<file path="src/rtl/hbs_pkg.sv">
// Purpose: Shared constants and types for the holding brake sequencer
// Assumes: 200 MHz system clock, AXI4-Lite register access
// Notes on behaviour
// - Servo off or alarm applies the brake
// - Brake output only on pairs coded four
// - Stopped servo-off: brake now, power after wait
// - Positive on-wait: release brake, then power
// - Negative on-wait: power first, then release
// - Alarm cuts motor power at once
// - Running stop: brake when speed below threshold
// - Running stop: brake when wait time expires
// - Speed threshold resets to 100, live
// - Brake wait resets 50; servo waits 0
`default_nettype none

package hbs_pkg;
    // Clock and millisecond tick
    localparam int unsigned CLK_PERIOD_PS = 5000;
    localparam int unsigned MS_IN_PS = 1_000_000_000;
    localparam int unsigned CYCLES_PER_MS = MS_IN_PS / CLK_PERIOD_PS;
    // Field widths
    localparam int unsigned SON_W = 12;
    localparam int unsigned SOFF_W = 9;
    localparam int unsigned THR_W = 7;
    localparam int unsigned BWAIT_W = 7;
    localparam int unsigned SEL_W = 4;
    localparam int unsigned N_PAIRS = 2;
    localparam int unsigned SPD_W = 16;
    localparam int unsigned MS_W = 13;
    localparam int unsigned ADDR_W = 8;
    localparam logic [MS_W-1:0] STEP_10MS = 13'h000A;
    // Reset values
    localparam logic [SON_W-1:0] SON_RST = 12'h000;
    localparam logic [SOFF_W-1:0] SOFF_RST = 9'h000;
    localparam logic [THR_W-1:0] THR_RST = 7'h64;
    localparam logic [BWAIT_W-1:0] BWAIT_RST = 7'h32;
    localparam logic [SEL_W-1:0] SEL_NONE = 4'hF;
    localparam logic [SEL_W-1:0] SEL_BRAKE = 4'h4;
    // Register byte offsets
    localparam logic [ADDR_W-1:0] OFS_SON = 8'h00;
    localparam logic [ADDR_W-1:0] OFS_SOFF = 8'h04;
    localparam logic [ADDR_W-1:0] OFS_THR = 8'h08;
    localparam logic [ADDR_W-1:0] OFS_BWAIT = 8'h0C;
    localparam logic [ADDR_W-1:0] OFS_SEL = 8'h10;
    localparam logic [ADDR_W-1:0] OFS_STAT = 8'h14;
    // Status fields
    localparam int unsigned STAT_BRK_BIT = 0;
    localparam int unsigned STAT_PWR_BIT = 1;
    localparam int unsigned STAT_ST_LSB = 4;
    // Bus responses
    localparam logic [1:0] RESP_OKAY = 2'h0;
    localparam logic [1:0] RESP_SLVERR = 2'h2;
    typedef enum logic [2:0] {
        ST_OFF,
        ST_REL_WAIT,
        ST_PWR_WAIT,
        ST_RUN,
        ST_OFF_WAIT,
        ST_RUNDOWN
    } hbs_state_e;
endpackage

`default_nettype wire

</file>
<file path="src/rtl/hbs_tick_gen.sv">
// Purpose: One-cycle enable pulse every millisecond
// Assumes: Single system clock
// Notes: Period is a parameter so benches can shorten it
`timescale 1ns/1ps
`default_nettype none

module hbs_tick_gen #(
    parameter int unsigned CYCLES = hbs_pkg::CYCLES_PER_MS
) (
    input wire logic sys_clk,
    input wire logic rst,
    output logic tick
);
    logic [31:0] div_ff;

    // Free-running divider
    always_ff @(posedge sys_clk or posedge rst)
    begin
        if (rst)
            div_ff <= 32'h0000_0000;
        else if (div_ff == CYCLES - 1)
            div_ff <= 32'h0000_0000;
        else
            div_ff <= div_ff + 32'h0000_0001;
    end

    assign tick = (div_ff == CYCLES - 1);
endmodule // hbs_tick_gen

`default_nettype wire

</file>
<file path="src/rtl/hbs_ms_timer.sv">
// Purpose: Millisecond elapsed counter for brake and power delays
// Assumes: tick is a one-cycle enable
// Notes: Saturates so a long wait never wraps to a short one
`timescale 1ns/1ps
`default_nettype none

module hbs_ms_timer #(
    parameter int unsigned W = hbs_pkg::MS_W
) (
    input wire logic sys_clk,
    input wire logic rst,
    input wire logic tick,
    input wire logic clr,
    output logic [W-1:0] cnt_ms
);
    logic [W-1:0] cnt_ff;

    // Clear wins over a coincident tick
    always_ff @(posedge sys_clk or posedge rst)
    begin
        if (rst)
            cnt_ff <= '0;
        else if (clr)
            cnt_ff <= '0;
        else if (tick && !(&cnt_ff))
            cnt_ff <= cnt_ff + W'(1);
    end

    assign cnt_ms = cnt_ff;
endmodule // hbs_ms_timer

`default_nettype wire

</file>
<file path="src/rtl/hbs_top.sv">
// Purpose: Holding brake sequencer with AXI4-Lite settings
// Assumes: Commands, alarm and speed synchronous to sys_clk
// Notes: Motor counts as turning at or above the speed threshold
//
// Added by the designer: the address map and register access over AXI4-Lite.
`timescale 1ns/1ps
`default_nettype none

module hbs_top #(
    parameter int unsigned CYCLES_PER_MS = hbs_pkg::CYCLES_PER_MS
) (
    input wire logic sys_clk,
    input wire logic rst,
    input wire logic servo_on_cmd,
    input wire logic alarm,
    input wire logic [hbs_pkg::SPD_W-1:0] motor_speed,
    output logic brake_release_out,
    output logic motor_power_en,
    output logic [hbs_pkg::N_PAIRS-1:0] out_pair,
    input wire logic [hbs_pkg::ADDR_W-1:0] s_axi_awaddr,
    input wire logic s_axi_awvalid,
    output logic s_axi_awready,
    input wire logic [31:0] s_axi_wdata,
    input wire logic [3:0] s_axi_wstrb,
    input wire logic s_axi_wvalid,
    output logic s_axi_wready,
    output logic [1:0] s_axi_bresp,
    output logic s_axi_bvalid,
    input wire logic s_axi_bready,
    input wire logic [hbs_pkg::ADDR_W-1:0] s_axi_araddr,
    input wire logic s_axi_arvalid,
    output logic s_axi_arready,
    output logic [31:0] s_axi_rdata,
    output logic [1:0] s_axi_rresp,
    output logic s_axi_rvalid,
    input wire logic s_axi_rready
);
    localparam int unsigned MW = hbs_pkg::MS_W;

    // Byte-lane merge of a write into a register image
    function automatic logic [31:0] merge_strb(input logic [31:0] old,
                                               input logic [31:0] wd,
                                               input logic [3:0] strb);
        logic [31:0] res;
        res = old;
        for (int i = 0; i < 4; i++)
        begin
            if (strb[i])
                res[i*8 +: 8] = wd[i*8 +: 8];
        end
        return res;
    endfunction

    // Setting in 10 ms steps to milliseconds
    function automatic logic [MW-1:0] ms_of_10(input logic [MW-1:0] v);
        return MW'(v * hbs_pkg::STEP_10MS);
    endfunction

    // Settings
    logic signed [hbs_pkg::SON_W-1:0] son_wait_ff;
    logic [hbs_pkg::SOFF_W-1:0] soff_wait_ff;
    logic [hbs_pkg::THR_W-1:0] thr_ff;
    logic [hbs_pkg::BWAIT_W-1:0] bwait_ff;
    logic [hbs_pkg::SEL_W*hbs_pkg::N_PAIRS-1:0] sel_ff;
    // Bus state
    logic aw_got_ff;
    logic w_got_ff;
    logic [hbs_pkg::ADDR_W-1:0] awaddr_ff;
    logic [31:0] wdata_ff;
    logic [3:0] wstrb_ff;
    logic bvalid_ff;
    logic [1:0] bresp_ff;
    logic rvalid_ff;
    logic [31:0] rdata_ff;
    logic [1:0] rresp_ff;
    logic wr_fire;
    logic wr_seen_ff;
    // Sequencer state
    hbs_pkg::hbs_state_e state_ff;
    hbs_pkg::hbs_state_e nxt_state;
    logic son_prev_ff;
    logic son_rise;
    logic turning;
    logic brk_ff;
    logic pwr_ff;
    logic nxt_brk;
    logic nxt_pwr;
    logic tick;
    logic [MW-1:0] cnt_ms;
    logic [MW-1:0] son_ms;
    logic [MW-1:0] soff_ms;
    logic [MW-1:0] bwait_ms;
    logic [hbs_pkg::N_PAIRS-1:0] pair_ff;

    hbs_tick_gen #(
        .CYCLES(CYCLES_PER_MS)
    ) u_tick (
        .sys_clk(sys_clk),
        .rst(rst),
        .tick(tick)
    );

    // Counter restarts on every state change
    hbs_ms_timer #(
        .W(MW)
    ) u_timer (
        .sys_clk(sys_clk),
        .rst(rst),
        .tick(tick),
        .clr(nxt_state != state_ff),
        .cnt_ms(cnt_ms)
    );

    // Write channel: address and data taken in either order
    assign s_axi_awready = !aw_got_ff && !bvalid_ff;
    assign s_axi_wready = !w_got_ff && !bvalid_ff;
    assign wr_fire = aw_got_ff && w_got_ff && !bvalid_ff;

    always_ff @(posedge sys_clk or posedge rst)
    begin
        if (rst)
        begin
            aw_got_ff <= 1'b0;
            w_got_ff <= 1'b0;
            awaddr_ff <= '0;
            wdata_ff <= 32'h0000_0000;
            wstrb_ff <= 4'h0;
        end
        else
        begin
            if (s_axi_awvalid && s_axi_awready)
            begin
                aw_got_ff <= 1'b1;
                awaddr_ff <= s_axi_awaddr;
            end
            else if (wr_fire)
                aw_got_ff <= 1'b0;
            if (s_axi_wvalid && s_axi_wready)
            begin
                w_got_ff <= 1'b1;
                wdata_ff <= s_axi_wdata;
                wstrb_ff <= s_axi_wstrb;
            end
            else if (wr_fire)
                w_got_ff <= 1'b0;
        end
    end

    // Setting registers; new values act at once
    always_ff @(posedge sys_clk or posedge rst)
    begin
        if (rst)
        begin
            son_wait_ff <= hbs_pkg::SON_RST;
            soff_wait_ff <= hbs_pkg::SOFF_RST;
            thr_ff <= hbs_pkg::THR_RST;
            bwait_ff <= hbs_pkg::BWAIT_RST;
            sel_ff <= {hbs_pkg::N_PAIRS{hbs_pkg::SEL_NONE}};
            wr_seen_ff <= 1'b0;
        end
        else if (wr_fire)
        begin
            wr_seen_ff <= 1'b1;
            unique case (awaddr_ff)
                hbs_pkg::OFS_SON:
                    son_wait_ff <= hbs_pkg::SON_W'(merge_strb(32'(son_wait_ff), wdata_ff, wstrb_ff));
                hbs_pkg::OFS_SOFF:
                    soff_wait_ff <= hbs_pkg::SOFF_W'(merge_strb(32'(soff_wait_ff), wdata_ff, wstrb_ff));
                hbs_pkg::OFS_THR:
                    thr_ff <= hbs_pkg::THR_W'(merge_strb(32'(thr_ff), wdata_ff, wstrb_ff));
                hbs_pkg::OFS_BWAIT:
                    bwait_ff <= hbs_pkg::BWAIT_W'(merge_strb(32'(bwait_ff), wdata_ff, wstrb_ff));
                hbs_pkg::OFS_SEL:
                    sel_ff <= (hbs_pkg::SEL_W*hbs_pkg::N_PAIRS)'(merge_strb(32'(sel_ff), wdata_ff, wstrb_ff));
                default:
                    wr_seen_ff <= 1'b1;
            endcase
        end
    end

    // Write response; unmapped or read-only offsets answer SLVERR
    always_ff @(posedge sys_clk or posedge rst)
    begin
        if (rst)
        begin
            bvalid_ff <= 1'b0;
            bresp_ff <= hbs_pkg::RESP_OKAY;
        end
        else if (wr_fire)
        begin
            bvalid_ff <= 1'b1;
            bresp_ff <= (awaddr_ff == hbs_pkg::OFS_SON || awaddr_ff == hbs_pkg::OFS_SOFF ||
                         awaddr_ff == hbs_pkg::OFS_THR || awaddr_ff == hbs_pkg::OFS_BWAIT ||
                         awaddr_ff == hbs_pkg::OFS_SEL) ? hbs_pkg::RESP_OKAY : hbs_pkg::RESP_SLVERR;
        end
        else if (s_axi_bready)
            bvalid_ff <= 1'b0;
    end

    assign s_axi_bvalid = bvalid_ff;
    assign s_axi_bresp = bresp_ff;

    // Read channel: one cycle to data, zero above field width except the sign-extended on-wait
    assign s_axi_arready = !rvalid_ff;

    always_ff @(posedge sys_clk or posedge rst)
    begin
        if (rst)
        begin
            rvalid_ff <= 1'b0;
            rdata_ff <= 32'h0000_0000;
            rresp_ff <= hbs_pkg::RESP_OKAY;
        end
        else if (s_axi_arvalid && !rvalid_ff)
        begin
            rvalid_ff <= 1'b1;
            rresp_ff <= hbs_pkg::RESP_OKAY;
            unique case (s_axi_araddr)
                hbs_pkg::OFS_SON:
                    rdata_ff <= 32'(signed'(son_wait_ff));
                hbs_pkg::OFS_SOFF:
                    rdata_ff <= 32'(soff_wait_ff);
                hbs_pkg::OFS_THR:
                    rdata_ff <= 32'(thr_ff);
                hbs_pkg::OFS_BWAIT:
                    rdata_ff <= 32'(bwait_ff);
                hbs_pkg::OFS_SEL:
                    rdata_ff <= 32'(sel_ff);
                hbs_pkg::OFS_STAT:
                    rdata_ff <= (32'(brk_ff) << hbs_pkg::STAT_BRK_BIT) |
                                (32'(pwr_ff) << hbs_pkg::STAT_PWR_BIT) |
                                (32'(state_ff) << hbs_pkg::STAT_ST_LSB);
                default:
                begin
                    rdata_ff <= 32'h0000_0000;
                    rresp_ff <= hbs_pkg::RESP_SLVERR;
                end
            endcase
        end
        else if (s_axi_rready)
            rvalid_ff <= 1'b0;
    end

    assign s_axi_rvalid = rvalid_ff;
    assign s_axi_rdata = rdata_ff;
    assign s_axi_rresp = rresp_ff;

    // Delay targets in milliseconds
    assign son_ms = (son_wait_ff < 0) ? MW'(-son_wait_ff) : MW'(son_wait_ff);
    assign soff_ms = ms_of_10(MW'(soff_wait_ff));
    assign bwait_ms = ms_of_10(MW'(bwait_ff));
    assign turning = (motor_speed >= hbs_pkg::SPD_W'(thr_ff));
    assign son_rise = servo_on_cmd && !son_prev_ff;

    always_ff @(posedge sys_clk or posedge rst)
    begin
        if (rst)
            son_prev_ff <= 1'b0;
        else
            son_prev_ff <= servo_on_cmd;
    end

    // Sequencer; alarm outranks commands; strict compare since tick phase is free, so a wait never ends early
    always_comb
    begin
        nxt_state = state_ff;
        unique case (state_ff)
            hbs_pkg::ST_OFF:
            begin
                if (son_rise && !alarm)
                begin
                    if (son_wait_ff > 0)
                        nxt_state = hbs_pkg::ST_REL_WAIT;
                    else if (son_wait_ff < 0)
                        nxt_state = hbs_pkg::ST_PWR_WAIT;
                    else
                        nxt_state = hbs_pkg::ST_RUN;
                end
            end
            hbs_pkg::ST_REL_WAIT, hbs_pkg::ST_PWR_WAIT, hbs_pkg::ST_RUN:
            begin
                if (alarm || !servo_on_cmd)
                begin
                    if (turning)
                        nxt_state = hbs_pkg::ST_RUNDOWN;
                    else if (alarm || soff_ms == '0 || state_ff == hbs_pkg::ST_REL_WAIT)
                        nxt_state = hbs_pkg::ST_OFF;
                    else
                        nxt_state = hbs_pkg::ST_OFF_WAIT;
                end
                else if (state_ff != hbs_pkg::ST_RUN && cnt_ms > son_ms)
                    nxt_state = hbs_pkg::ST_RUN;
            end
            hbs_pkg::ST_OFF_WAIT:
            begin
                if (alarm || cnt_ms > soff_ms)
                    nxt_state = hbs_pkg::ST_OFF;
            end
            hbs_pkg::ST_RUNDOWN:
            begin
                if (!turning || cnt_ms > bwait_ms)
                    nxt_state = hbs_pkg::ST_OFF;
            end
            default:
                nxt_state = hbs_pkg::ST_OFF;
        endcase
    end

    // Output levels follow the next state
    always_comb
    begin
        nxt_brk = 1'b0;
        nxt_pwr = 1'b0;
        unique case (nxt_state)
            hbs_pkg::ST_REL_WAIT, hbs_pkg::ST_RUNDOWN:
                nxt_brk = 1'b1;
            hbs_pkg::ST_PWR_WAIT, hbs_pkg::ST_OFF_WAIT:
                nxt_pwr = 1'b1;
            hbs_pkg::ST_RUN:
            begin
                nxt_brk = 1'b1;
                nxt_pwr = 1'b1;
            end
            default:
                nxt_brk = 1'b0;
        endcase
    end

    always_ff @(posedge sys_clk or posedge rst)
    begin
        if (rst)
        begin
            state_ff <= hbs_pkg::ST_OFF;
            brk_ff <= 1'b0;
            pwr_ff <= 1'b0;
        end
        else
        begin
            state_ff <= nxt_state;
            brk_ff <= nxt_brk;
            pwr_ff <= nxt_pwr;
        end
    end

    assign brake_release_out = brk_ff;
    assign motor_power_en = pwr_ff;

    // Pin pairs carry the brake only where allocated
    always_ff @(posedge sys_clk or posedge rst)
    begin
        if (rst)
            pair_ff <= '0;
        else
        begin
            for (int p = 0; p < hbs_pkg::N_PAIRS; p++)
                pair_ff[p] <= nxt_brk && (sel_ff[p*hbs_pkg::SEL_W +: hbs_pkg::SEL_W] == hbs_pkg::SEL_BRAKE);
        end
    end

    assign out_pair = pair_ff;
endmodule // hbs_top

`default_nettype wire

</file>
<file path="config.mk">
export PLATFORM = sky130hd
export DESIGN_NAME = hbs_top
export DESIGN_NICKNAME = d
export VERILOG_FILES = /design/src/rtl/hbs_pkg.sv /design/src/rtl/hbs_tick_gen.sv /design/src/rtl/hbs_ms_timer.sv /design/src/rtl/hbs_top.sv
export SDC_FILE = /design/constraint.sdc
export NUM_CORES = 1
export LEC_CHECK = 0
export BUFFER_PORTS_ARGS = -buffer_cell sky130_fd_sc_hd__buf_4
export CELL_PAD_IN_SITES_DETAIL_PLACEMENT = 0
export CELL_PAD_IN_SITES_GLOBAL_PLACEMENT = 1
export CORE_ASPECT_RATIO = 0.8
export CORE_UTILIZATION = 40
export CTS_CLUSTER_DIAMETER = 100
export DETAILED_ROUTE_END_ITERATION = 16
export PLACE_DENSITY_LB_ADDON = 0.1
export SETUP_SLACK_MARGIN = 0.5
export SLEW_MARGIN = 20
export SYNTH_ARGS = -nofsm -noshare
export SYNTH_HDL_FRONTEND = slang
export SYNTH_HIERARCHICAL = 1
export SYNTH_SLANG_ARGS = --single-unit
export TNS_END_PERCENT = 100
</file>
<file path="constraint.sdc">
create_clock -name sys_clk -period 6 [get_ports sys_clk]
set_clock_uncertainty 0.05 [all_clocks]
set_input_delay 0.6 -clock sys_clk [delete_from_list [all_inputs] [get_ports sys_clk]]
set_output_delay 0.6 -clock sys_clk [all_outputs]
set_load 0.1 [all_outputs]
</file>
---- Yosys cells after proc, flatten, opt, wreduce, memory -nomap -nowiden ----
Index checks and enable logic that the tools add are counted.
operators by class
  $mul .................................... 2
  reduce and logical (&&, ||, !) cells .... 52
  muxes and demuxes ....................... 26
  bitwise logic cells ..................... 2
  equality and inequality tests ........... 24
  $lt $le $gt $ge ......................... 6
  $add $sub $neg .......................... 3
operators by type and width
  kind                     number
  $pmux W32 S6             1
  $mux W13                 3
  $add A32 B1 Y32 const B  1
  $eq A32 B18 Y1 const B   1
  $eq A8 B4 Y1 const B     4
  $mux W32                 1
  $gt A13 B13 Y1           2
  $eq A8 B5 Y1 const B     3
  $mux W3                  7
  $reduce_and A3 Y1        7
  $eq A8 B3 Y1 const B     2
  $ge A16 B7 Y1            1
  $logic_not A8 Y1         2
  $add A13 B1 Y13 const B  1
  $gt A13 B11 Y1           1
  $logic_and A1 B1 Y1      13
  $logic_not A13 Y1        1
  $neg A12 Y13             1
  $reduce_and A13 Y1       1
  $eq A3 B2 Y1 const B     4
  $eq A3 B3 Y1 const B     4
  $gt A12 B1 Y1 const B    1
  $lt A12 B1 Y1 const B    1
  $mul A9 B3 Y12 const B   1
  other kinds (16)         51
storage, ports and cells
  bits in registers ....................... 158
  output and inout port bits .............. 45
  word-level logic and storage cells ...... 139
  bits of input ports ..................... 77

---- Depth between registers and ports, before layout ----
Gate-level depths: netlist of the first run.
  depth after elaboration ................. 12
  mapped depth ............................ 19
  gate-level depth less buffers ........... 19

---- Modules after synthesis ----
The synthesis of the first run kept the hierarchy.
by module, submodules not included
  module        area an instance (µm²)  times used  sequential area each (µm²)  cells an instance
  hbs_top       6102.1                  1           2294.7                      574
  hbs_tick_gen  1542.7                  1           800.8                       145
  hbs_ms_timer  723.2                   1           325.3                       77

---- Least setup slack after synthesis of the first run ----
Ideal clock, no wire load.
  path type ............................... flip-flop to flip-flop
  start ................................... reg son_wait_ff[4] in the netlist's numbering
  end ..................................... reg u_timer.cnt_ff[6] (netlist: u_timer/cnt_ms[6])
  arrival time ............................ 4204 ps
  period minus slack after synthesis ...... 4337 ps
  cell stages (with the launch flop) ...... 15
  slack ................................... 1663 ps
  setup time .............................. 83 ps
  cell sequence ........................... dfrtp_1 or4_1 nor3_1 inv_1 or4b_2 ha_1 and4_4 and3_4 a2111o_1 o311ai_4 and2_2 mux2_4 o211ai_2 or4_1 o21ai_0
between the ends
  cells in the longest elaborated chain, start to end .. 9
  elaborated cells on any way between the ends .. 15
ends and longest elaborated chain
  item                                            line                            source
  start, declared                                 hbs_top.sv:60                   logic signed [hbs_pkg::SON_W-1:0] son_wait_ff;
  start signal, assigned                          hbs_top.sv:154                  son_wait_ff <= hbs_pkg::SON_RST;
  start signal, assigned                          hbs_top.sv:166                  son_wait_ff <= hbs_pkg::SON_W'(merge_strb(32'(son_wait_ff), wdata_ff, wstrb_ff));
  $neg A12 Y13 or $lt A12 B1 Y1 (tied branches)   hbs_top.sv:249, hbs_top.sv:274
  $mux W13                                        hbs_top.sv:249                  assign son_ms = (son_wait_ff < 0) ? MW'(-son_wait_ff) : MW'(son_wait_ff);
  $gt A13 B13 Y1                                  hbs_top.sv:291                  else if (state_ff != hbs_pkg::ST_RUN && cnt_ms > son_ms)
  $logic_and A1 B1 Y1                             hbs_top.sv:291
  $mux W3                                         hbs_top.sv:291
  $mux W3                                         hbs_top.sv:282                  if (alarm || !servo_on_cmd)
  $pmux W3 S4 *                                   hbs_top.sv:267                  unique case (state_ff)
  $ne A3 B3 Y1 *                                  hbs_top.sv:110                  .clr(nxt_state != state_ff),
  $mux W13 or $reduce_bool A2 Y1 (tied branches)  n/a
  end signal, assigned                            hbs_ms_timer.sv:26              cnt_ff <= cnt_ff + W'(1);
  end, declared                                   hbs_ms_timer.sv:16              logic [W-1:0] cnt_ff;
Mark *: on every way between the ends. The rest lies on a longest branch, timed or not.
A chain may end at the register's enable or synchronous reset.

---- Worst setup path after layout of the first run ----
  start ................................... reg bwait_ff[3] in the netlist's numbering
  end ..................................... reg u_timer.cnt_ff[6] (netlist: u_timer/cnt_ms[6])
between the ends
  cells in the longest elaborated chain, start to end .. 7
  elaborated cells on any way between the ends .. 8
ends and longest elaborated chain
  item                                            line            source
  start, declared                                 hbs_top.sv:63   logic [hbs_pkg::BWAIT_W-1:0] bwait_ff;
  start signal, assigned                          hbs_top.sv:157  bwait_ff <= hbs_pkg::BWAIT_RST;
  start signal, assigned                          hbs_top.sv:172  bwait_ff <= hbs_pkg::BWAIT_W'(merge_strb(32'(bwait_ff), wdata_ff, wstrb_ff));
  $mul A7 B3 Y10 *                                hbs_top.sv:56   return MW'(v * hbs_pkg::STEP_10MS);
  $gt A13 B11 Y1 *                                hbs_top.sv:301  if (!turning || cnt_ms > bwait_ms)
  $logic_or A1 B1 Y1 *                            hbs_top.sv:301
  $mux W3 *                                       hbs_top.sv:301
  $pmux W3 S4 *                                   hbs_top.sv:267
  net nxt_state[0]                                hbs_top.sv:80   hbs_pkg::hbs_state_e nxt_state;
  $ne A3 B3 Y1 *                                  hbs_top.sv:110
  $mux W13 or $reduce_bool A2 Y1 (tied branches)  n/a
Mark *: on every way through the listed nets, which the timed path passes. The rest lies on a longest branch.

==> results by group, run 1 <==
Run status
  • Status: finished, final reports clean

Power and ir drop
  • Sequential share of power: 39.7%
  • Clock power frac: 31.7%
  • Lkg Pwr: 4.527 nW
  • Internal: 1.964 mW
  • VDD IR-drop max: 190.3 uV
  • Switching power: 1.212 mW
  • Logic pwr share: 28.6%
  • Pwr/cell area: 325.1 mW/mm2
  • Switching share of total power: 38.16%

Hold path
  • Hold crit path type: in2async

Timing
  • Fin Setup TNS: 0 ns
  • Final Hold Fails: 0
  • Post-route minimum period: 5.015 ns
  • RSZ-0062 raised after global routing: false
  • Slew margin rel.: 41.83%
  • Max Slew Vio Count: 0
  • Final setup fails: 0
  • Tcrit/Tclk final: 83.58%
  • FMAX: 199.4 MHz
  • Slew at the pin closest to its max-slew limit: 0.8678 ns

Yosys
  • Synthesized area: 0.008368 mm2
  • Synthesized area per cell: 10.51 um2
  • Yosys cell types: 83
  • Cells after synthesis: 796
  • Synth Register Bits: 136
  • Yosys warns: 6
  • Share of the yosys chip area belonging to registers: 40.88%
  • Number of synthesized flops with an enable pin: 0
  • Post-synth top area cell: dfrtp_1
  • Yosys top cell area share: 36.48%
  • FFs w/ async S/R, synth: 100.0%
  • Prevailing post-synth register cell: dfrtp_1
  • Ranking of synthesized cells by area: dfrtp_1 36%, ha_1 10%, mux2_2 9.2%

GRT
  • Grt total ovfl: 0
  • Pin count of the biggest net entering global routing: 69
  • Initial antenna violation count: 0
  • GRT Total Usage: 20.65%
  • First-pass GRT wire length: 33790 um
  • Vias in the first global route: 5912

Route
  • Avg Vias per Cell: 5.529
  • Via Count: 6369
  • DRT Pass-1 Iters: 5
  • Detailed Route WL: 21440 um
  • Per-cell routed wire length: 18.61 um
  • DRT iter0 DRCs: 359
  • Post-route ant nets: 0
  • Drt drc: 0

Placement
  • HPWL after DPL: 16500 um
  • Number of buffers added on ports: 97
  • Global placement routability congestion: 0.8240

Worst setup path
  • Critical-path maximum fanout: 14
  • Cell Chain, Critical Path: ha_1, ha_1, inv_1, fa_1, inv_1, a21oi_1, o21ai_0, a21o_1, nand2_1, ha_1, nand4_1, nor4_1, nand4_1, o21a_1, o211ai_4, mux2_4, o211ai_2, or4_1, o21ai_0
  • Slowest cell on the critical path: or4_1
  • CP Launch Type: register
  • Crit. End Element: register
  • FF-to-FF setup slack: 0.99 ns
  • CP arrival: 5.32 ns
  • WP data required: 6.30 ns
  • Critical path class: reg2reg
  • Critical Path Max Stage Delay: 0.60 ns
  • CP most frequent cell: ha_1

Clocking
  • CTS tree: done
  • CTS Hold Bufs: 0
  • Inserted Clock Buffers: 17
  • Setup bufs post-CTS: 0
  • Clk_lat worst skew: 0.43 ns
  • Clock transition at path regs: 0.07 ns
  • CTS resizes: 0
  • H-tree levels: 4
  • CTS sink cnt: 136
  • CTS root buffer: clkbuf_16
  • CTS max path bufs: 2

Floorplanning
  • Die area: 0.02151 mm2
  • I/O Pins: 122
  • Num rows: 46
  • Chip Width: 163.7 um
  • CORE AREA: 0.02014 mm2
  • Starting Density: 41.54%
  • Die H: 131.4 um

Layout
  • Post-layout util: 48.50%
  • Proportion of layout cells with a drive suffix above 1: 27.93%
  • Diode count: 0
  • Layout net count: 1023
  • Synth-to-Final Area Change: 16.76%

Run
  • Max cap viols: 0
## Yosys cell counts, types with 5 or more instances
library cell  count
a21o_1           10
a21oi_1          39
a31oi_1           5
and2_1            5
and3_1            9
and4_1            6
buf_4            22
clkbuf_1         14
dfrtp_1         122
dfstp_2          14
ha_1             69
inv_1            38
mux2_2           68
mux2i_1          15
nand2_1          48
nand3_1          24
nand4_1          20
nand4b_1          6
nor2_1           44
nor2b_1           7
nor3_1           11
nor4_1            9
o21ai_0          32
o22ai_1           5
o31ai_1           7
or4_1             9
xnor2_1          27
xor2_1           21
## path summary, 6_finish.rpt
kind,from,endpoint,cells after the start
min reg2reg,u_tick/div_ff[0],u_tick/div_ff[0],1
max in group asynchronous,rst,son_wait_ff[8],3
max reg2reg,bwait_ff[3],u_timer/cnt_ms[6],19
min,rst,son_prev_ff,2
max,bwait_ff[3],u_timer/cnt_ms[6],19
min in group sys_clk,servo_on_cmd,son_prev_ff,1
## placed cells by master (no fill, tap or decap), drive strengths merged, types with 4 or more instances in the layout
cell / n
dfrtp: 122
buf: 100
ha: 69
mux2: 69
nand2: 48
inv: 46
nor2: 45
a21oi: 39
o21ai: 36
xnor2: 27
nand3: 24
xor2: 21
nand4: 21
clkbuf: 17
mux2i: 15
dfstp: 14
nor3: 13
nor4: 12
and3: 11
a21o: 10
or4: 10
and4: 8
o31ai: 7
nor2b: 7
and2: 7
nand4b: 6
or3: 6
o211ai: 6
a31oi: 5
o22ai: 5
nand2b: 5
nor3b: 4
clkinv: 4
## critical path, delay by kind of cell (launching register included)
kind                     cells  cell delay [ns]
AND/OR/NAND/NOR              5             1.36
multiplexers                 1             0.20
AO/OA/AOI/OAI                7             1.51
adder cells (fa/ha/maj)      4             1.22
buffers and inverters        2             0.14
flip-flops                   1             0.45
## sequential cells by signal, indices dropped and copies added (netlist names), 2 cells and up
signal / cells
out_pair: 2
soff_wait_ff: 9
thr_ff: 7
son_wait_ff: 12
awaddr_ff: 8
wdata_ff: 12
wstrb_ff: 2
sel_ff: 8
s_axi_rdata: 12
bwait_ff: 7
u_tick/div_ff: 32
u_timer/cnt_ms: 13
state_ff: 3
## metal layers
layer,vias to the layer above,track usage [%],share of wire [%]
met1,3154,33.17,53
met2,160,27.92,41
met3,12,3.977,4.9
li1,3043,-,-
met5,-,0,0
met4,0,4.372,0.73
## cell families after synthesis
family / count (synthesis) / synth area share (%)
xor+xnor: 48 / 5.024
fa+ha+maj: 71 / 10.80
flops: 136 / 40.88
other cells: 2 / 0.08975
buf+inv: 79 / 4.680
simple gates: 241 / 16.60
mux: 84 / 11.12
compound gates: 135 / 10.81
## cell type report
type,instances,area (um2)
fillers,1893,10370
multi-input cells,582,4566
flip-flops and latches,136,3421
repair buffers,100,750.7
clock buffers,17,425.4
well taps,264,330.3
inverters,38,143.9
clock inverters,15,133.9
## per-stage QoR
step	power (mW)	instances	setup slack, ns	hold WS [ns]	instance area (um2)
finish	3.176	1152	0.9852	0.1316	9771
global route	3.345	1152	0.6985	0.1558	9771
CTS	3.205	1152	1.028	0.1405	9771
detailed placement	2.188	1120	1.060	0.4027	9211
global placement	2.156	1120	1.123	0.3962	9211
floorplan	1.898	797	1.663	0.3829	8372
## power by group through the flow
stage	clock [mW]	sequential (mW)	combinational, mW
2_1_floorplan	0	1.28	0.619
3_3_place_gp	0	1.27	0.885
3_5_place_dp	0	1.28	0.910
4_1_cts	1.03	1.26	0.914
5_1_grt	1.07	1.28	0.990
6_report	1.01	1.26	0.909
No activity file was read; power rests on OpenSTA's default activity.
==> run 2, diff against run 1 <==
ABC_AREA = 1   (was unset)
clock period = 5 ns   (was 6 ns; I/O delays follow)
==> results by group, run 2 <==
Worst setup path
  • Critical path class: reg2reg
  • Crit. End Element: register
  • CP arrival: 4.31 ns (-1.01 ns)
  • Critical-path maximum fanout: 9 (-5)
  • WP buf/inv: 5 (+3)
  • Critical Path Max Stage Delay: 0.46 ns (-0.14 ns)
  • CP most frequent cell: nand2_1
  • WP data required: 5.31 ns (-0.99 ns)
  • CP Launch Type: register
  • Slowest cell on the critical path: dfrtp_1
  • Largest delay share family, worst path: simple AND/OR/NAND/NOR gates

Yosys
  • Yosys warns: 6 (unchanged)
  • Share of the yosys chip area belonging to registers: 36.61% (-4.3 points)
  • Cells after synthesis: 1229 (+54%)
  • Ranking of synthesized cells by instance count: 312 x nand2_1, 185 x inv_1, 125 x nor2_1, 122 x dfrtp_1, 75 x nand3_1
  • Synth Register Bits: 136 (unchanged)
  • Most common cell in the netlist: nand2_1
  • Synthesized area per cell: 7.602 um2 (-28%)
  • Synthesized area: 0.009343 mm2 (+12%)
  • Yosys top cell area share: 32.68% (-3.8 points)
  • Ranking of synthesized cells by area: dfrtp_1 33%, nand2_1 13%, ha_1 9.2%
  • Prevailing post-synth register cell: dfrtp_1
  • Yosys cell types: 58 (-30%)
  • FFs w/ async S/R, synth: 100.0% (unchanged)
  • Post-synth top area cell: dfrtp_1
  • Number of synthesized flops with an enable pin: 0 (unchanged)

Run
  • Max cap viols: 0 (unchanged)

Layout
  • Commonest non-fill, non-tap cell in the layout: nand2_1
  • Largest reg by FF count: u_tick/div_ff
  • Proportion of layout cells with a drive suffix above 1: 18.00% (-9.9 points)
  • Fillers: 2325 (+23%)
  • Synth-to-Final Area Change: 16.23%
  • Layout net count: 1463 (+43%)
  • Commonest non-fill, non-tap cells in the layout: 312 x nand2_1, 183 x inv_1, 125 x nor2_1, 122 x dfrtp_1, 102 x buf_4
  • Max reg flops: 32 (unchanged)
  • Diode count: 0 (unchanged)
  • Final instance area: 0.01086 mm2 (+11%)

Clocking
  • Clock transition at path regs: 0.07 ns (about the same)
  • H-tree levels: 4 (unchanged)
  • Inserted Clock Buffers: 17 (unchanged)
  • CTS tree: done
  • Clk_lat worst skew: 0.44 ns (about the same)
  • CTS max path bufs: 2 (unchanged)
  • Setup bufs post-CTS: 0 (unchanged)
  • CTS resizes: 0 (unchanged)
  • CTS root buffer: clkbuf_16
  • CTS sink cnt: 136 (unchanged)
  • CTS Hold Bufs: 0 (unchanged)

Route
  • Per-cell routed wire length: 14.85 um (-20%)
  • Detailed Route WL: 24260 um (+13%)
  • DRT iter0 DRCs: 508 (+42%)
  • Post-route ant nets: 0 (unchanged)
  • Drt drc: 0 (unchanged)
  • Via Count: 7818 (+23%)
  • DRT Pass-1 Iters: 5 (unchanged)
  • Avg Vias per Cell: 4.785 (-13%)

Timing
  • FMAX: 250.3 MHz (+26%)
  • Tcrit/Tclk final: 79.91% (-3.7 points)
  • Final setup fails: 0 (unchanged)
  • Final Hold Fails: 0 (unchanged)
  • Max Slew Vio Count: 0 (unchanged)
  • Post-route minimum period: 3.995 ns (-1.020 ns)
  • Slew margin rel.: 41.54% (-0.29 points)
  • Fin Setup TNS: 0 ns (unchanged)
  • Slew at the pin closest to its max-slew limit: 0.8748 ns (+0.006969 ns)
  • RSZ-0062 raised after global routing: false

Floorplanning
  • I/O Pins: 122 (unchanged)
  • CORE AREA: 0.02268 mm2 (+13%)
  • Die H: 138.7 um (+5.6%)
  • Chip Width: 172.9 um (+5.6%)
  • Num rows: 49 (+6.5%)
  • Starting Density: 41.19% (-0.35 points)
  • Die area: 0.02398 mm2 (+11%)

GRT
  • GRT Total Usage: 21.14% (+0.50 points)
  • First-pass GRT wire length: 39270 um (+16%)
  • Pin count of the biggest net entering global routing: 61 (-12%)
  • Vias in the first global route: 7064 (+19%)
  • Initial antenna violation count: 0 (unchanged)
  • Grt total ovfl: 0 (unchanged)

Power and ir drop
  • Lkg Pwr: 5.584 nW (+23%)
  • VDD IR-drop max: 437.3 uV (+130%)
  • Pwr/cell area: 417.0 mW/mm2 (+28%)

Run status
  • Status: finished, final reports clean

Hold path
  • Hold crit path type: in2async

Placement
  • Number of buffers added on ports: 97 (unchanged)
  • Global placement routability congestion: 0.8164 (-0.92%)
  • HPWL after DPL: 19000 um (+15%)
  • Placed instance area: 0.01025 mm2 (+11%)
## run 2: changes by cell type after synthesis, sizes merged, moves of 13 or more
cell / previous run / this run
nand2: 48 / 331
inv: 38 / 192
nor2: 45 / 153
mux2: 69 / 8
nand3: 24 / 78
o21ai: 36 / 63
xnor2: 27 / 4
mux2i: 15 / 0
a21oi: 39 / 52
nand4: 21 / 8
## run 2: layout make-up
| cell class | instances | area, um2 | area share, % |
|---|---|---|---|
| Tap cell | 306 | 382.9 | 3.526 |
| Inverter | 192 | 725.7 | 6.683 |
| Clock buffer | 17 | 425.4 | 3.917 |
| Sequential cell | 136 | 3421 | 31.50 |
| Clock inverter | 15 | 180.2 | 1.659 |
| Timing Repair Buffer | 102 | 765.7 | 7.051 |
| Multi-Input combinational cell | 866 | 4959 | 45.66 |
## run 2: path summary, 6_finish.rpt
kind / startpoint / endpoint / slack (ns) / depth (start not counted)
min: rst / u_timer/cnt_ms[12] / 0.08 / 2
max: soff_wait_ff[1] / u_timer/cnt_ms[0] / 1.00 / 26
min reg2reg: u_tick/div_ff[0] / u_tick/div_ff[0] / 0.42 / 1
max in group asynchronous: rst / sel_ff[6] / 3.75 / 3
min in group sys_clk: servo_on_cmd / son_prev_ff / 0.13 / 1
max reg2reg: soff_wait_ff[1] / u_timer/cnt_ms[0] / 1.00 / 26
## run 2: kinds of logic after synthesis
kind of cell	after synthesis	synth area share [%]
compound gates	144	8.531
xor+xnor	31	2.906
fa+ha+maj	71	9.669
buf+inv	228	10.35
flops	136	36.61
mux	8	0.9643
other cells	2	0.08038
simple gates	609	30.88
## run 2: report_power, final
group / total, mW / switching (mW) / internal (mW)
combinational: 1.73 / 1.19 / 0.540
sequential: 1.47 / 0.165 / 1.31
clock: 1.32 / 0.566 / 0.756
## run 2: per-layer routing
layer | global-route usage (%) | up-vias | share of wire [%]
met1 | 34.17 | 3579 | 56
met3 | 4.386 | 15 | 4.6
met2 | 27.78 | 156 | 39
met4 | 5.077 | 0 | 0.88
met5 | 0 | - | 0
li1 | - | 4068 | -
## run 2: worst reg2reg max path, delay by kind of cell (launching register included)
family / cells / cell delay, ns
adders and majority gates: 4 / 1.18
AOI/OAI and AO/OA: 2 / 0.25
and+or+nand+nor: 15 / 1.44
DFF: 1 / 0.46
buffers and inverters: 5 / 0.55
## run 2: stage by stage
stage | hold slack [ns] | setup WS [ns] | instances | util [%] | total power, mW
6_report | 0.08388 | 1.005 | 1634 | 47.87 | 4.528
5_1_grt | 0.1149 | 0.5573 | 1634 | 47.87 | 4.834
4_1_cts | 0.09522 | 0.8770 | 1634 | 47.87 | 4.568
3_5_place_dp | 0.4133 | 0.8941 | 1602 | 45.20 | 3.222
3_3_place_gp | 0.4123 | 0.9172 | 1602 | 45.20 | 3.208
2_1_floorplan | 0.3270 | 1.257 | 1230 | - | 2.706
==> run 3, diff against run 2 <==
CORE_UTILIZATION = 39   (was 40)
clock period = 3.28 ns   (was 5 ns; I/O delays follow)
==> results by group, run 3 (synthesis results as in run 2) <==
Run status
  • Status: finished with violations
  • Failing checks: negative setup slack

Layout
  • Commonest non-fill, non-tap cells in the layout: 290 x nand2_1, 171 x inv_1, 169 x buf_4, 121 x dfrtp_1, 117 x nor2_1
  • Max reg flops: 32 (unchanged)
  • Synth-to-Final Area Change: 27.95%
  • Final instance area: 0.01195 mm2 (+10%)
  • Layout net count: 1546 (+5.7%)
  • Diode count: 0 (unchanged)
  • Proportion of layout cells with a drive suffix above 1: 29.06% (+11 points)
  • Largest reg by FF count: u_tick/div_ff
  • Non-Filler Instances: 1723 (+5.4%)
  • Commonest non-fill, non-tap cell in the layout: nand2_1

Floorplanning
  • Die area: 0.02458 mm2 (+2.5%)
  • Num rows: 50 (+2.0%)
  • I/O Pins: 122 (unchanged)
  • Chip Width: 175.0 um (+1.3%)
  • Die H: 140.4 um (+1.3%)
  • Starting Density: 39.82% (-1.4 points)
  • CORE AREA: 0.02346 mm2 (+3.4%)

Worst setup path
  • CP Launch Type: register
  • FF-to-FF path depth: 24 (-7.7%)
  • R2r startpoint: bwait_ff[4]
  • WP data required: 3.59 ns (-1.72 ns)
  • FF-to-FF End: u_timer/cnt_ms[3]
  • Critical-path maximum fanout: 8 (-1)
  • Critical path class: reg2reg
  • Crit. End Element: register
  • FF-to-FF setup slack: -0.25 ns (-1.26 ns)
  • CP arrival: 3.84 ns (-0.47 ns)

Clocking
  • CTS max path bufs: 2 (unchanged)
  • CTS sink cnt: 136 (unchanged)
  • CTS tree: done
  • H-tree levels: 4 (unchanged)
  • CTS root buffer: clkbuf_16
  • Clock transition at path regs: 0.07 ns (about the same)
  • Inserted Clock Buffers: 17 (unchanged)
  • Clk_lat worst skew: 0.44 ns (about the same)

Route
  • Via Count: 8244 (+5.4%)
  • Post-route ant nets: 0 (unchanged)
  • Detailed Route WL: 26210 um (+8.0%)
  • Drt drc: 0 (unchanged)
  • DRT iter0 DRCs: 601 (+18%)
  • Avg Vias per Cell: 4.785 (about the same)
  • DRT Pass-1 Iters: 5 (unchanged)
  • Per-cell routed wire length: 15.21 um (+2.5%)

GRT
  • Grt total ovfl: 0 (unchanged)
  • Vias in the first global route: 7514 (+6.4%)
  • Initial antenna violation count: 0 (unchanged)
  • First-pass GRT wire length: 41350 um (+5.3%)
  • Pin count of the biggest net entering global routing: 56 (-8.2%)
  • GRT Total Usage: 21.91% (+0.76 points)

Placement
  • Placed instance area: 0.01089 mm2 (+6.2%)
  • Pre-CTS WS: -0.3689 ns (-1.263 ns)
  • HPWL after DPL: 20310 um (+6.9%)
  • Global placement routability congestion: 0.8594 (+5.3%)
  • Placed cells: 1679 (+4.8%)
  • Number of buffers added on ports: 97 (unchanged)

Timing
  • Final WS setup: -0.2549 ns (-1.260 ns)
  • Final setup fails: 16 (+16)
  • Final Hold Fails: 0 (unchanged)
  • Fin Setup TNS: -3.359 ns (-3.359 ns)
  • Tcrit/Tclk final: 107.8% (+28 points)
  • RSZ-0062 raised after global routing: true
  • Slew at the pin closest to its max-slew limit: 0.8509 ns (-0.02387 ns)
  • FMAX: 282.9 MHz (+13%)
  • Slew margin rel.: 43.13% (+1.6 points)
  • Max Slew Vio Count: 0 (unchanged)
  • Post-route minimum period: 3.535 ns (-0.4604 ns)

Hold path
  • Hold path cells: 2
  • Hold crit path type: in2reg
  • Hold path endpoint: s_axi_bvalid
  • Hold Path Origin: s_axi_bready

Power and ir drop
  • Switching share of total power: 43.00% (+0.52 points)
  • Pwr/cell area: 644.5 mW/mm2 (+55%)
  • Switching power: 3.313 mW (+72%)
  • Sequential share of power: 28.9% (-3.6 points)
  • Lkg Pwr: 6.034 nW (+8.1%)
  • Internal: 4.391 mW (+69%)
  • Logic pwr share: 47.0% (+8.7 points)
  • Clock power frac: 24.1% (-5.1 points)
  • VDD IR-drop max: 727.7 uV (+66%)

Run
  • Max cap viols: 0 (unchanged)
run 3: stage by stage:
step | utilization (%) | total power, mW | hold WS [ns]
4_1_cts | 49.78 | 7.471 | 0.0003400
6_report | 50.95 | 7.704 | 0.01605
5_1_grt | 50.95 | 8.210 | 0.006420
2_1_floorplan | - | 4.254 | 0.1550
3_5_place_dp | 46.42 | 5.346 | 0.3704
3_3_place_gp | 46.42 | 5.319 | 0.3845
run 3: power groups by stage:
stage	Combinational, mW	Sequential [mW]	Clock, mW
3_3_place_gp	3.09	2.23	0
4_1_cts	3.36	2.21	1.90
3_5_place_dp	3.11	2.23	0
5_1_grt	3.97	2.26	1.98
6_report	3.62	2.23	1.86
2_1_floorplan	1.76	2.49	0
run 3: repair_timing:
action	CTS	global route
gates resized for setup	42	56
buffers inserted	6	4
hold buffers	2	0
endpoints found under the hold margin	42	0
pin swaps	45	50
setup endpoints to repair	20	20
run 3: critical path, stage by stage, from the launching register on:
cell     delay (ns)
dfstp_2        0.62
ha_4           0.18
inv_2          0.04
fa_2           0.41
buf_6          0.13
buf_6          0.10
xor2_2         0.13
ha_1           0.29
nand4_1        0.16
nor2_4         0.16
nand2_2        0.06
nand3_2        0.05
nand2_2        0.06
nand3_2        0.10
nand2_2        0.06
inv_2          0.07
nand2_2        0.06
nand2_1        0.05
nand2_1        0.06
nor2_2         0.13
nand2_4        0.11
inv_8          0.11
buf_6          0.11
nand3_2        0.06
o21ai_1        0.09
run 3: metal layers:
metal	wire length [um]	vias up	track usage, %	share of wire, %
met5	0	-	0	0
met4	267	0	5.080	1.0
met3	1494	23	4.696	5.7
li1	-	4225	-	-
met2	10180	206	28.72	39
met1	14270	3790	35.36	54
run 3: area by class of cell:
type	count	area (um2)
clock buffers	17	425.4
clock inverters	15	135.1
fillers	2304	11510
inverters	192	737.0
multi-input cells	866	5389
flip-flops and latches	136	3422
well taps	312	390.4
repair buffers	185	1455
run 3: worst max-delay path by stage:
stage	slack [ns]	start	end
floorplan	-0.02	bwait_ff[3]	u_timer/cnt_ms[3]
global placement	-0.32	bwait_ff[1]	u_timer/cnt_ms[10]
detailed placement	-0.37	bwait_ff[1]	u_timer/cnt_ms[3]
CTS	-0.28	bwait_ff[3]	u_timer/cnt_ms[4]
global route	-0.46	bwait_ff[3]	u_timer/cnt_ms[8]
finish	-0.25	bwait_ff[4]	u_timer/cnt_ms[3]
